<file path="config.mk">
export PLATFORM = sky130hd
export DESIGN_NAME = pwm_pair_deadtime_correction
export DESIGN_NICKNAME = d
export VERILOG_FILES = /design/src/design/pwm_pkg.sv /design/src/design/pwm_deadtime_pair.sv /design/src/design/pwm_pair_deadtime_correction.sv
export SDC_FILE = /design/constraint.sdc
export NUM_CORES = 1
export LEC_CHECK = 0
export BUFFER_PORTS_ARGS = -buffer_cell sky130_fd_sc_hd__buf_2
export CELL_PAD_IN_SITES_DETAIL_PLACEMENT = 1
export CELL_PAD_IN_SITES_GLOBAL_PLACEMENT = 2
export CORE_UTILIZATION = 38
export CTS_CLUSTER_DIAMETER = 120
export CTS_CLUSTER_SIZE = 10
export DETAILED_ROUTE_END_ITERATION = 10
export PLACE_DENSITY_LB_ADDON = 0.25
export SYNTH_ARGS = -nofsm -noshare
export SYNTH_HDL_FRONTEND = slang
export SYNTH_HIERARCHICAL = 1
export SYNTH_SLANG_ARGS = --single-unit
</file>
<file path="constraint.sdc">
create_clock -name clk_i -period 5 [get_ports clk_i]
set_clock_uncertainty 0.15 [all_clocks]
set_input_delay 0.5 -clock clk_i [delete_from_list [all_inputs] [get_ports clk_i]]
set_output_delay 0.5 -clock clk_i [all_outputs]
set_load 0.02 [all_outputs]
</file>
<file path="src/design/pwm_pkg.sv">
// Shared constants and types for the six-channel PWM output stage.
package pwm_pkg;
    localparam int VAL_W  = 16;
    localparam int CNT_W  = 15;
    localparam int DT_W   = 12;
    localparam int NCH    = 6;
    localparam int NPAIR  = 3;
    localparam int DIV_W  = 3;

    // Byte addresses of the register words.
    localparam logic [7:0] ADR_VAL0 = 8'h00;
    localparam logic [7:0] ADR_CTRL = 8'h18;
    localparam logic [7:0] ADR_MOD  = 8'h1c;
    localparam logic [7:0] ADR_DTM  = 8'h20;
    localparam logic [7:0] ADR_STAT = 8'h24;

    // Control word field positions.
    localparam int CB_EN    = 0;
    localparam int CB_EDGE  = 1;
    localparam int CB_PRSC  = 2;
    localparam int CB_CORR  = 4;
    localparam int CB_INDEP = 6;
    localparam int CB_IPOL  = 9;

    // Status word field positions.
    localparam int SB_CNT  = 0;
    localparam int SB_UP   = 15;
    localparam int SB_SEL  = 16;
    localparam int SB_SAMP = 19;
    localparam int SB_DEAD = 22;

    // Reset values.
    localparam logic [DT_W-1:0]  DTM_RST = 12'h0fff;
    localparam logic [CNT_W-1:0] MOD_RST = 15'h0010;

    // Correction method select encodings.
    typedef enum logic [1:0] {
        CORR_NONE     = 2'b00,
        CORR_MANUAL   = 2'b01,
        CORR_DEADTIME = 2'b10,
        CORR_CYCLE    = 2'b11
    } corr_t;
endpackage

</file>
<file path="src/design/pwm_deadtime_pair.sv">
// Deadtime generator and two-stage output path for one channel pair.
`timescale 1ns/1ns
module pwm_deadtime_pair #(
    parameter int DT_W = 12
) (
    input  wire logic            clk_i,
    input  wire logic            rst_i,
    input  wire logic            tick_i,
    input  wire logic            comp_i,
    input  wire logic            top_i,
    input  wire logic            bot_i,
    input  wire logic [DT_W-1:0] dt_len_i,
    output logic                 top_o,
    output logic                 bot_o,
    output logic                 dead_o
);
    typedef struct packed {
        logic            a;
        logic            b;
        logic            prev;
        logic [DT_W-1:0] cnt;
        logic            top;
        logic            bot;
        logic            dead;
    } dt_state_t;

    dt_state_t s;
    dt_state_t next_s;

    // First stage samples the waveform, second stage drives the pads.
    always_comb begin
        next_s = s;
        next_s.a = top_i;
        next_s.b = bot_i;
        next_s.prev = s.a;
        if (!comp_i) begin
            next_s.cnt = '0;
        end else if (s.a != s.prev) begin
            next_s.cnt = dt_len_i;
        end else if (tick_i && s.cnt != '0) begin
            next_s.cnt = s.cnt - 1'b1;
        end
        if (comp_i) begin
            next_s.top = s.a && next_s.cnt == '0;
            next_s.bot = !s.a && next_s.cnt == '0;
        end else begin
            next_s.top = s.a;
            next_s.bot = s.b;
        end
        next_s.dead = comp_i && next_s.cnt != '0;
    end

    // State register; both pads inactive after reset.
    always_ff @(posedge clk_i) begin
        if (rst_i) begin
            s <= '0;
        end else begin
            s <= next_s;
        end
    end

    assign top_o  = s.top;
    assign bot_o  = s.bot;
    assign dead_o = s.dead;
endmodule

</file>
<file path="src/design/pwm_pair_deadtime_correction.sv">
// Six-channel PWM output stage with deadtime and top/bottom correction.
// How it works
// - Each pulse value is a signed 16-bit width in PWM clock periods.
// - Zero or negative value keeps the output inactive all period.
// - Value at or above the modulus keeps the output active all period.
// - Values 0000..7FFF used as is; 8000..FFFF replaced by zero.
// - Center-aligned pulse lasts twice the value.
// - Edge-aligned pulse lasts exactly the value.
// - Independent bit one: both pair outputs run from their own values.
// - Independent bit zero: the pair runs as complementary top/bottom.
// - In complementary mode bottom is the inverse of top, never both on.
// - Each generator input change inserts the programmed deadtime first.
// - During deadtime both outputs of the pair are inactive.
// - Deadtime path adds two bus clock cycles of latency.
// - A complementary pair takes its width from its odd or even value.
// - Method 00 means no correction, 01 means manual selection.
// - Method 10 samples the sense pins during deadtime.
// - Method 11 samples at half cycle (center) or cycle end (edge).
// - Channels 0, 2, 4 are top outputs; 1, 3, 5 are bottom outputs.
// - Deadtime is the count in PWM clock ticks, at most the prescaler divisor times the count.
// - Counter counts up/down when center-aligned, up when edge-aligned.
// - Manual bit 0 selects the even value, 1 the odd, from next cycle.
//
// Register words, byte addressed, one word every four bytes:
// 0x00 to 0x14 hold the six pulse values, channel c at four times c.
// 0x18 is the control word, 0x1c the period modulus, 0x20 the deadtime count.
// 0x24 is a read-only status word; writes to it are acknowledged and dropped.
// Every other address is acknowledged, reads zero and ignores writes.
// Values from 0x8000 upward count as underflow and act as zero.
//
// Control word fields:
// Bit 0 enables the generator; while it is low the counter rests at zero.
// Bit 1 selects edge-aligned periods; low selects center-aligned periods.
// Bits 3:2 pick the prescaler divisor as one, two, four or eight.
// Bits 5:4 pick the correction method for the complementary pairs.
// Bits 8:6 make pair p independent when bit 6+p is high.
// Bits 11:9 hold the manual odd/even choice, bit 9+p for pair p.
//
// Status word fields:
// Bits 14:0 show the period counter and bit 15 shows that it counts up.
// Bits 18:16 show which pairs currently use their odd value.
// Bits 21:19 show the latest current-sense samples.
// Bits 24:22 show which pairs are inside a deadtime interval.
//
// Timing:
// The bus answers every request with a one-cycle ack in the next cycle.
// Back-to-back requests are answered on every second cycle while stb is held.
// Read data stand only while ack is high and read zero otherwise.
// The waveform of each channel is computed from the counter every clock.
// It passes one register in this module and two in the pair module.
// A pad therefore follows a counter step after three clocks, of which two
// belong to the deadtime path.
// Mode, prescaler and modulus changes act at once, with no reload buffer.
// Software should stop the generator before it shrinks the modulus, since
// a counter already past the new end runs on to its full range first.
//
// Correction:
// Method 00 selects the even value of a complementary pair at each period end.
// Method 01 takes the manual bits at each period end.
// Methods 10 and 11 take the sampled sense pins at each period end.
// Method 10 follows the synchronised pin throughout each deadtime and keeps the last value.
// The sense pins pass two flip-flops before any sampling logic reads them.
// While the generator is stopped the automatic methods point at the odd values,
// so that the first period after enabling uses the odd registers.
// Deadtime is counted in PWM clock ticks from the change of the top waveform.
// While the generator is stopped every pair runs as independent, so all six
// pads rest low instead of the bottom pads showing the inverse of an idle top.
`timescale 1ns/1ns
module pwm_pair_deadtime_correction #(
    parameter int CNT_W = pwm_pkg::CNT_W,
    parameter int DT_W  = pwm_pkg::DT_W
) (
    input  wire logic                       clk_i,
    input  wire logic                       rst_i,
    input  wire logic [7:0]                 wb_adr_i,
    input  wire logic [31:0]                wb_dat_i,
    input  wire logic [3:0]                 wb_sel_i,
    input  wire logic                       wb_we_i,
    input  wire logic                       wb_cyc_i,
    input  wire logic                       wb_stb_i,
    output logic [31:0]                     wb_dat_o,
    output logic                            wb_ack_o,
    input  wire logic [pwm_pkg::NPAIR-1:0]  current_sense_pin_i,
    output logic [pwm_pkg::NCH-1:0]         pwm_o
);
    import pwm_pkg::*;

    // The pulse values must fit the counter width and the deadtime field.
    if (CNT_W != VAL_W - 1 || DT_W < 1 || DT_W > 16) begin : g_bad_param
        $error("pwm stage: unsupported counter or deadtime width");
    end

    typedef struct packed {
        // Bus answer and read data registers.
        logic                       ack;
        logic [31:0]                rdat;
        // Software-visible registers and the prescaler count.
        logic [NCH-1:0][VAL_W-1:0]  val;
        logic                       en;
        logic                       edge_al;
        logic [1:0]                 prsc;
        corr_t                      corr;
        logic [NPAIR-1:0]           indep;
        logic [NPAIR-1:0]           ipol;
        logic [CNT_W-1:0]           mdl;
        logic [DT_W-1:0]            dtm;
        logic [DIV_W-1:0]           div;
        // Period counter and its direction.
        logic [CNT_W-1:0]           cnt;
        logic                       up;
        // Odd/even choice, sense samples and the pin synchroniser.
        logic [NPAIR-1:0]           sel;
        logic [NPAIR-1:0]           samp;
        logic [NPAIR-1:0]           sync1;
        logic [NPAIR-1:0]           sync2;
        // Channel waveforms ahead of the deadtime path.
        logic [NCH-1:0]             gen;
    } state_t;

    state_t           s;
    state_t           next_s;
    logic             tick;
    logic [NPAIR-1:0] dead;

    // Byte-lane merge of a write into a stored word.
    function automatic logic [31:0] merge(input logic [31:0] old, input logic [31:0] d,
                                          input logic [3:0] be);
        logic [31:0] r;
        r = old;
        for (int i = 0; i < 4; i++) begin
            if (be[i]) begin
                r[i*8 +: 8] = d[i*8 +: 8];
            end
        end
        return r;
    endfunction

    // Negative values underflow to zero; others pass unchanged.
    function automatic logic [CNT_W-1:0] clamp(input logic [VAL_W-1:0] v);
        if (v[VAL_W-1]) begin
            return '0;
        end
        return v[CNT_W-1:0];
    endfunction

    // Active level of one channel for the current counter position.
    function automatic logic active(input logic [CNT_W-1:0] w, input logic [CNT_W-1:0] m,
                                    input logic [CNT_W-1:0] c, input logic u, input logic e);
        logic [CNT_W-1:0] thr;
        thr = m - w;
        if (w == '0) begin
            return 1'b0;
        end
        if (w >= m) begin
            return 1'b1;
        end
        if (e) begin
            return c < w;
        end
        // Center mode compares inclusively on the way up and exclusively on the
        // way down, so the pulse is symmetric about the counter peak.
        return u ? (c >= thr) : (c > thr);
    endfunction

    // Register file, counters, sense sampling and waveform generation.
    always_comb begin
        logic [DIV_W-1:0] lim;
        logic             last_up;
        logic             cyc_end;
        logic             half;
        logic [31:0]      cw;
        logic [2:0]       idx;
        logic [2:0]       vsel;
        logic             hit;
        int               k;

        next_s = s;
        lim = DIV_W'((1 << s.prsc) - 1);
        last_up = s.cnt == CNT_W'(s.mdl - 1'b1);
        cyc_end = 1'b0;
        half = 1'b0;
        cw = '0;
        idx = wb_adr_i[4:2];
        vsel = '0;
        hit = wb_cyc_i && wb_stb_i && !s.ack;
        k = 0;

        // Prescaler producing the PWM clock enable.
        tick = s.div == lim;
        next_s.div = tick ? '0 : DIV_W'(s.div + 1'b1);

        // Period counter.
        if (!s.en) begin
            next_s.cnt = '0;
            next_s.up = 1'b1;
        end else if (tick) begin
            if (s.edge_al) begin
                next_s.cnt = last_up ? '0 : CNT_W'(s.cnt + 1'b1);
                cyc_end = last_up;
            end else if (s.up) begin
                half = last_up;
                next_s.up = !last_up;
                next_s.cnt = last_up ? s.mdl : CNT_W'(s.cnt + 1'b1);
            end else begin
                cyc_end = s.cnt <= CNT_W'(1);
                next_s.up = cyc_end;
                next_s.cnt = cyc_end ? '0 : CNT_W'(s.cnt - 1'b1);
            end
        end

        // Sense pins pass two flip-flops before any use.
        next_s.sync1 = current_sense_pin_i;
        next_s.sync2 = s.sync1;

        // Sense sampling for the two automatic methods.
        if (!s.en) begin
            next_s.samp = '1;
        end else if (s.corr == CORR_DEADTIME) begin
            for (int p = 0; p < NPAIR; p++) begin
                if (dead[p]) begin
                    next_s.samp[p] = s.sync2[p];
                end
            end
        end else if (s.corr == CORR_CYCLE) begin
            if (s.edge_al ? cyc_end : half) begin
                next_s.samp = s.sync2;
            end
        end

        // Odd/even selection, buffered to whole cycles.
        if (!s.en || cyc_end) begin
            case (s.corr)
                CORR_NONE:   next_s.sel = '0;
                CORR_MANUAL: next_s.sel = s.ipol;
                default:     next_s.sel = s.en ? s.samp : '1;
            endcase
        end

        // Waveform per channel; top is even, bottom is odd.
        for (int c = 0; c < NCH; c++) begin
            k = c / 2;
            if (s.indep[k]) begin
                vsel = 3'(c);
            end else begin
                vsel = 3'(2 * k) + 3'(s.sel[k]);
            end
            next_s.gen[c] = s.en && active(clamp(s.val[vsel]), s.mdl, s.cnt, s.up, s.edge_al);
        end

        // Wishbone slave: one ack per request, unmapped words read zero.
        next_s.ack = hit;
        next_s.rdat = '0;
        if (hit) begin
            if (wb_adr_i < ADR_CTRL && wb_adr_i[1:0] == 2'b00) begin
                // Pulse value word.
                cw = 32'(s.val[idx]);
            end else if (wb_adr_i == ADR_CTRL) begin
                // Control word read-back.
                cw[CB_EN] = s.en;
                cw[CB_EDGE] = s.edge_al;
                cw[CB_PRSC +: 2] = s.prsc;
                cw[CB_CORR +: 2] = s.corr;
                cw[CB_INDEP +: NPAIR] = s.indep;
                cw[CB_IPOL +: NPAIR] = s.ipol;
            end else if (wb_adr_i == ADR_MOD) begin
                cw = 32'(s.mdl);
            end else if (wb_adr_i == ADR_DTM) begin
                cw = 32'(s.dtm);
            end else if (wb_adr_i == ADR_STAT) begin
                // Status word shows live counter and correction state.
                cw[SB_CNT +: CNT_W] = s.cnt;
                cw[SB_UP] = s.up;
                cw[SB_SEL +: NPAIR] = s.sel;
                cw[SB_SAMP +: NPAIR] = s.samp;
                cw[SB_DEAD +: NPAIR] = dead;
            end
            if (!wb_we_i) begin
                next_s.rdat = cw;
            end else begin
                // Only the enabled byte lanes replace the current contents.
                cw = merge(cw, wb_dat_i, wb_sel_i);
                if (wb_adr_i < ADR_CTRL && wb_adr_i[1:0] == 2'b00) begin
                    next_s.val[idx] = cw[VAL_W-1:0];
                end else if (wb_adr_i == ADR_CTRL) begin
                    // New mode bits act at once, with no reload buffering.
                    next_s.en = cw[CB_EN];
                    next_s.edge_al = cw[CB_EDGE];
                    next_s.prsc = cw[CB_PRSC +: 2];
                    next_s.corr = corr_t'(cw[CB_CORR +: 2]);
                    next_s.indep = cw[CB_INDEP +: NPAIR];
                    next_s.ipol = cw[CB_IPOL +: NPAIR];
                end else if (wb_adr_i == ADR_MOD) begin
                    next_s.mdl = cw[CNT_W-1:0];
                end else if (wb_adr_i == ADR_DTM) begin
                    next_s.dtm = cw[DT_W-1:0];
                end
            end
        end
    end

    // State register with documented reset values.
    always_ff @(posedge clk_i) begin
        if (rst_i) begin
            s <= '0;
            s.mdl <= MOD_RST;
            s.dtm <= DTM_RST;
            s.up <= 1'b1;
            s.samp <= '1;
            s.sel <= '0;
        end else begin
            s <= next_s;
        end
    end

    // Bus outputs come straight from the state register.
    assign wb_ack_o = s.ack;
    assign wb_dat_o = s.rdat;

    // One deadtime generator and output path per pair.
    for (genvar p = 0; p < NPAIR; p++) begin : g_pair
        // A stopped generator runs the pair as independent, so that no bottom
        // pad shows the inverse of an idle top.
        pwm_deadtime_pair #(
            .DT_W (DT_W)
        ) u_dt (
            .clk_i    (clk_i),
            .rst_i    (rst_i),
            .tick_i   (tick),
            .comp_i   (s.en && !s.indep[p]),
            .top_i    (s.gen[2*p]),
            .bot_i    (s.gen[2*p+1]),
            .dt_len_i (s.dtm),
            .top_o    (pwm_o[2*p]),
            .bot_o    (pwm_o[2*p+1]),
            .dead_o   (dead[p])
        );
    end
endmodule

</file>
==> results of run 1 <==
## sequential cells by signal (all words and copies together), names as in the netlist
signal              flops
g_pair.u_dt/next_s      3
next_s                  3
g_pair.u_dt/s          42
wb_dat_o               25
wb_ack_o                1
g_pair.u_dt/dead_o      3
g_pair.u_dt/bot_o       3
s                     169
g_pair.u_dt/top_o       3
## layout make-up
cell class,count,area [sq um]
flip-flops and latches,252,5050
inverters,86,323
repair buffers,204,1450
clock buffers,29,726
diodes,1,2.50
multi-input cells,2471,17100
clock inverters,3,32.5
fillers,7261,33900
well taps,773,967
## Yosys cell counts, types with 8 or more instances
master,count
nor4_1,20
nor3b_1,26
a222oi_1,9
nor3_1,78
a31oi_1,44
nor2_1,392
a21boi_0,12
mux2_2,24
a21oi_1,311
o31ai_1,19
o21a_1,22
and4_1,8
nand3_1,79
o41ai_1,10
buf_4,33
inv_1,85
a21o_1,46
and3_1,16
nand4_1,73
xor2_1,39
nand2b_1,67
nand2_1,229
mux2i_1,40
or3_1,29
nor2b_1,92
o211ai_1,17
a221o_1,8
dfxtp_1,252
a211o_1,22
nor4b_1,8
xnor2_1,67
buf_1,8
ha_1,290
o21ai_0,113
and2_1,24
mux4_2,16
a211oi_1,30
clkbuf_1,115
or4_1,12
buf_2,8
a311oi_1,8
or2_2,10
## logic make-up (layout without fill, tap and decap cells)
logic type / Yosys count / after routing / synth area share, %
and+or+nand+nor: 1212 / 1212 / 27.0
other: 1 / 8 / 0.0163
buffers and inverters: 255 / 322 / 4.81
muxes: 80 / 80 / 4.47
AOI/OAI and AO/OA: 770 / 770 / 21.5
xor gates and xnor gates: 106 / 106 / 4.03
DFF: 252 / 252 / 21.9
adders and majority gates: 296 / 296 / 16.3
## placed cells by master, fill, tap and decap left out, types with 19 or more instances in the layout
cell type  instances
a211o_1           22
a211oi_1          30
a21o_1            46
a21oi_1          304
a31oi_1           42
and2_1            24
buf_2             64
buf_4            128
clkbuf_16         29
dfxtp_1          250
ha_1             290
inv_1             85
mux2_2            24
mux2i_1           36
nand2_1          229
nand2b_1          64
nand3_1           79
nand4_1           73
nor2_1           390
nor2b_1           90
nor3_1            76
nor3b_1           26
o21a_1            22
o21ai_0          106
o31ai_1           19
or3_1             29
xnor2_1           67
xor2_1            39
## tightest hold or removal path, delay by kind of cell
family | cells | cell delay (ns)
buf+inv | 1 | 0.10
simple gates | 2 | 0.10
## layer usage
layer | wire [microns] | global-route usage, %
met1 | 42200 | 40.3
met2 | 45100 | 51.6
met3 | 5630 | 4.14
met4 | 5360 | 15.0
met5 | 115 | 0
## report_power, final
| part | switching, mW | total [mW] | internal (mW) | leakage (nW) |
|---|---|---|---|---|
| clock | 0.873 | 1.89 | 1.02 | 0.371 |
| combinational | 0.116 | 0.162 | 0.0457 | 8.28 |
| sequential | 0.00125 | 2.01 | 2.01 | 2.03 |
## worst paths after layout
check	to	slack (ns)	depth (start not counted)
min reg2reg	s[7]$_SDFF_PP0_	0.29	1
max reg2reg	s[4]$_SDFF_PP0_	0.28	23
min	wb_ack_o$_SDFF_PP0_	0.004	3
max	s[4]$_SDFF_PP0_	0.28	23
## repair_timing
item | 4_1_cts | 5_1_grt
endpoints found under the setup margin | 3 | 6
endpoints found under the hold margin | 3 | 0
hold buffers | 3 | 0
gates resized for setup | 3 | 38
pin swaps | 0 | 2
==> flow_summary.json, run 1 <==
{
  "dr.pass1.iters": 7,
  "cp.arrival_ns": 5.09,
  "place_area_sq_um": 24700,
  "ys_ff_latch": 252,
  "ir_drop_mv": 0.282,
  "yosysTopAreaCell": "dfxtp_1",
  "fin_crit_sh_pct": 94.3,
  "cp-end-kind": "flop",
  "required_ns": 5.37,
  "outcome": "completed",
  "cp.buffers_inverters": 2,
  "finalHoldViolations": 0,
  "clkTransAtPathRegs_ns": 0.06,
  "grt_max_degree": 64,
  "critPathSlowestCell": "fa_1",
  "start_util_pct": 38.8,
  "numCtsBuffers": 29,
  "synth_top_area_share_pct": 21.9,
  "clock_latency_ns": 0.61,
  "wl_microns": 98400,
  "synthArstFlopShare_pct": 0,
  "row_count": 89,
  "final_cells": 3819,
  "htree_levels": 1,
  "crit_start": "s[69]$_SDFFE_PP0P_",
  "p_leak_nw": 10.7,
  "ys.flop_type": "dfxtp_1",
  "overflow": 0,
  "crit_type": "reg2reg",
  "io_pins": 91,
  "yosysUniqueCellTypes": 93,
  "synth_warnings": 6,
  "nets": 3392,
  "io_buffers": 65,
  "drt_iter0_drc": 1811,
  "area_delta_synth_final_pct": 11.0,
  "dp_hpwl_microns": 75500,
  "drt_drc_violations_left": 0,
  "placed_cells": 3783,
  "ant_nets": 0,
  "hold_class": "in2reg",
  "fmax_mhz": 212,
  "antenna_found_initial": 5,
  "relSlewSlack_pct": 10.5,
  "cpPeakStageDelay_ns": 0.41,
  "die_w_microns": 248,
  "cap_viol_max_count": 0,
  "final_layout_size_suffix_gt1_share_pct": 11.6,
  "tritoncts": "yes",
  "cts_sinks": 252,
  "ctsRootBufferMaster": "clkbuf_16",
  "synthCells": 2972,
  "fin_util_pct": 43.0,
  "setup_violations": 0,
  "die_h_microns": 248,
  "synthTopCellsByArea": "dfxtp_1 22%, ha_1 16%, a21oi_1 6.7%",
  "cp_cell_sequence": "nand2b_2, mux2i_1, inv_1, ha_1, inv_1, fa_1, nand3_1, a21boi_0, o21ai_1, a21boi_0, o21a_1, or2_2, a2111oi_2, nor3_1, ha_1, nand4_1, nor2_1, nand3_1, a311o_1, nand3b_1, o21ai_0, o21a_1, o21ai_0",
  "maxSlewViolCount": 0,
  "min-delay-start": "wb_stb_i",
  "postSynthAreaPerCell_sq_um": 7.76,
  "fin_ws_ns": 0.284,
  "finalPower_mw": 4.07,
  "worst_pin_slew_ns": 1.34,
  "p_per_area_nw_per_um2": 159,
  "core_area_sq_um": 59500,
  "place_ws_ns": 0.00649,
  "vias": 23684,
  "clock_path_buffers": 3,
  "ys_seq_area_share_pct": 21.9,
  "path_delay_family": "compound AO/OA/AOI/OAI gates",
  "fin_crit_ns": 4.72,
  "wl_per_cell_microns": 25.8,
  "viasPerCell": 6.20,
  "grt_pass1_wl_microns": 147000,
  "synth-edff-count": 0,
  "die_area_sq_um": 61700,
  "reg2reg_from": "s[69]$_SDFFE_PP0P_",
  "gp_congestion": 0.952,
  "critical_path.max_fanout": 3,
  "grt_usage_pct": 31.4,
  "fin_area_sq_um": 25600,
  "start_kind": "flop",
  "hold_ws_ns": 0.00447,
  "netlist_area_sq_um": 23100,
  "grt_pass1_vias": 23875,
  "tns_ns": 0,
  "cts_setup_buffers": 0
}
Note: power is estimated with default switching activity, not from simulation.
==> run 2: changes to the inputs <==
Settings changed: BUFFER_PORTS_ARGS -buffer_cell sky130_fd_sc_hd__buf_2 to not set, CORE_ASPECT_RATIO set to 1.2, CORE_UTILIZATION 38 to 40, DONT_BUFFER_PORTS set to 1, MAX_ROUTING_LAYER set to met4.
==> run 2 against run 1 <==
Register-to-register slack lost 0.03 ns. Power shrank 0.37%. Sequential cell count is the same. Design area shrank 1.2%. Core utilization grew 1.3 points. Wire length grew 3.1%. Maximum frequency shrank 0.69%. Combinational power shrank 20%. Hold slack gained 0.025 ns. Worst setup slack lost 0.033 ns. Die area shrank 5.0%.
==> flow_summary.json, run 2 (synthesized netlist as in run 1, its figures left out) <==
{
  "start_util_pct": 40.4,
  "core_area_sq_um": 57100,
  "viasPerCell": 6.33,
  "die_w_microns": 221,
  "start_kind": "flop",
  "tns_ns": 0,
  "grt_usage_pct": 34.8,
  "dp_hpwl_microns": 76100,
  "overflow": 0,
  "maxSlewViolCount": 0,
  "p_per_area_nw_per_um2": 160,
  "cp.arrival_ns": 5.14,
  "drt_drc_violations_left": 0,
  "dr.pass1.iters": 5,
  "clock_latency_ns": 0.60,
  "grt_pass1_wl_microns": 151000,
  "io_buffers": 0,
  "outcome": "completed",
  "relSlewSlack_pct": 2.57,
  "io_pins": 91,
  "ctsRootBufferMaster": "clkbuf_16",
  "wl_per_cell_microns": 27.3,
  "worst_pin_slew_ns": 1.42,
  "cp-end-kind": "flop",
  "crit_type": "reg2reg",
  "critical_path.max_fanout": 28,
  "wl_microns": 101000,
  "vias": 23517,
  "fmax_mhz": 211,
  "nets": 3325,
  "die_area_sq_um": 58600,
  "die_h_microns": 265,
  "fin_util_pct": 44.3,
  "clock_path_buffers": 3,
  "antenna_found_initial": 4,
  "fin_area_sq_um": 25300,
  "setup_violations": 0,
  "required_ns": 5.39,
  "drt_iter0_drc": 1623,
  "gp_congestion": 0.949,
  "area_delta_synth_final_pct": 9.72,
  "final_common_cell": "nor2_1",
  "grt_pass1_vias": 24355,
  "ant_nets": 0,
  "regMostFlops": "s",
  "finalHoldViolations": 0,
  "p_leak_nw": 10.4,
  "htree_levels": 1,
  "final_layout_size_suffix_gt1_share_pct": 9.77,
  "fin_crit_ns": 4.75,
  "hold_class": "in2reg",
  "ir_drop_mv": 0.237,
  "place_area_sq_um": 24300,
  "rrSetupSlack_ns": 0.25,
  "cts_sinks": 252,
  "tritoncts": "yes",
  "final_cell_mix": "389 x nor2_1, 301 x a21oi_1, 290 x ha_1",
  "cap_viol_max_count": 0,
  "numCtsBuffers": 29,
  "largest_reg_flops": 169,
  "clkTransAtPathRegs_ns": 0.07,
  "hold_ws_ns": 0.0299,
  "row_count": 96,
  "grt_max_degree": 166,
  "fin_crit_sh_pct": 95.0
}
-- run 2: cell type report --
type	count	area (sq um)
Clock buffer	29	726
Sequential cell	252	5050
Inverter	86	323
Clock inverter	2	28.8
Tap cell	735	920
Timing Repair Buffer	137	1130
Antenna cell	2	5.00
Fill cell	6942	31800
Multi-Input combinational cell	2471	17100
-- run 2: per-layer routing --
layer	routed length (microns)	part of all wire, %	up-vias	global-route usage (%)
li1	-	-	10831	-
met1	39900	39	11697	38.7
met2	49000	48	696	59.1
met3	5330	5.3	293	4.54
met4	7280	7.2	0	21.9
met5	0	0	-	-
-- run 2: final timing paths --
path                   startpoint                              end  cells past startpoint
max            s[67]$_SDFFE_PP0P_                  s[0]$_SDFF_PP0_                     21
min                         rst_i  g_pair[0].u_dt/bot_o$_SDFF_PP0_                      3
max reg2reg    s[67]$_SDFFE_PP0P_                  s[0]$_SDFF_PP0_                     21
min reg2reg  next_s[6]$_SDFF_PP0_                  s[6]$_SDFF_PP0_                      1
-- run 2: through the flow --
| step | setup WS [ns] | std cells | power (mW) |
|---|---|---|---|
| finish | 0.252 | 3714 | 4.05 |
| global route | -0.0102 | 3714 | 4.14 |
| CTS | 0.0178 | 3710 | 4.08 |
| detailed placement | -0.0866 | 3673 | 2.15 |
| global placement | 0.0497 | 3673 | 2.15 |
| floorplan | 0.423 | 2978 | 2.15 |
-- run 2: worst max-delay path, stage by stage, from the launching register on --
cell      delay, ns
dfxtp_2        0.39
nand2b_2       0.22
buf_8          0.22
nor2_1         0.07
a21oi_1        0.19
ha_1           0.29
nor2b_1        0.14
o21a_1         0.18
o21ai_1        0.19
a21oi_1        0.14
o211ai_1       0.28
nand3_1        0.11
a21oi_1        0.21
xor2_1         0.12
ha_1           0.30
nand4_1        0.11
or2_2          0.36
nor3_2         0.31
or3_1          0.21
o311ai_0       0.14
o21ai_0        0.20
o21a_1         0.15
-- run 2: repair_timing --
| item | in CTS | in global routing |
|---|---|---|
| endpoints found under the setup margin | 2 | 6 |
| setup buffers | 0 | 2 |
| endpoints found under the hold margin | 165 | 0 |
| gates cloned | 0 | 0 |
| pin swaps | 0 | 2 |
| hold buffers | 6 | 0 |
| resized for setup | 5 | 47 |
-- run 2: power by group --
group / switching [mW] / internal, mW / total (mW)
Combinational: 0.0929 / 0.0363 / 0.129
Sequential: 0.00175 / 2.01 / 2.01
Clock: 0.889 / 1.02 / 1.91
Total: 0.984 / 3.07 / 4.05
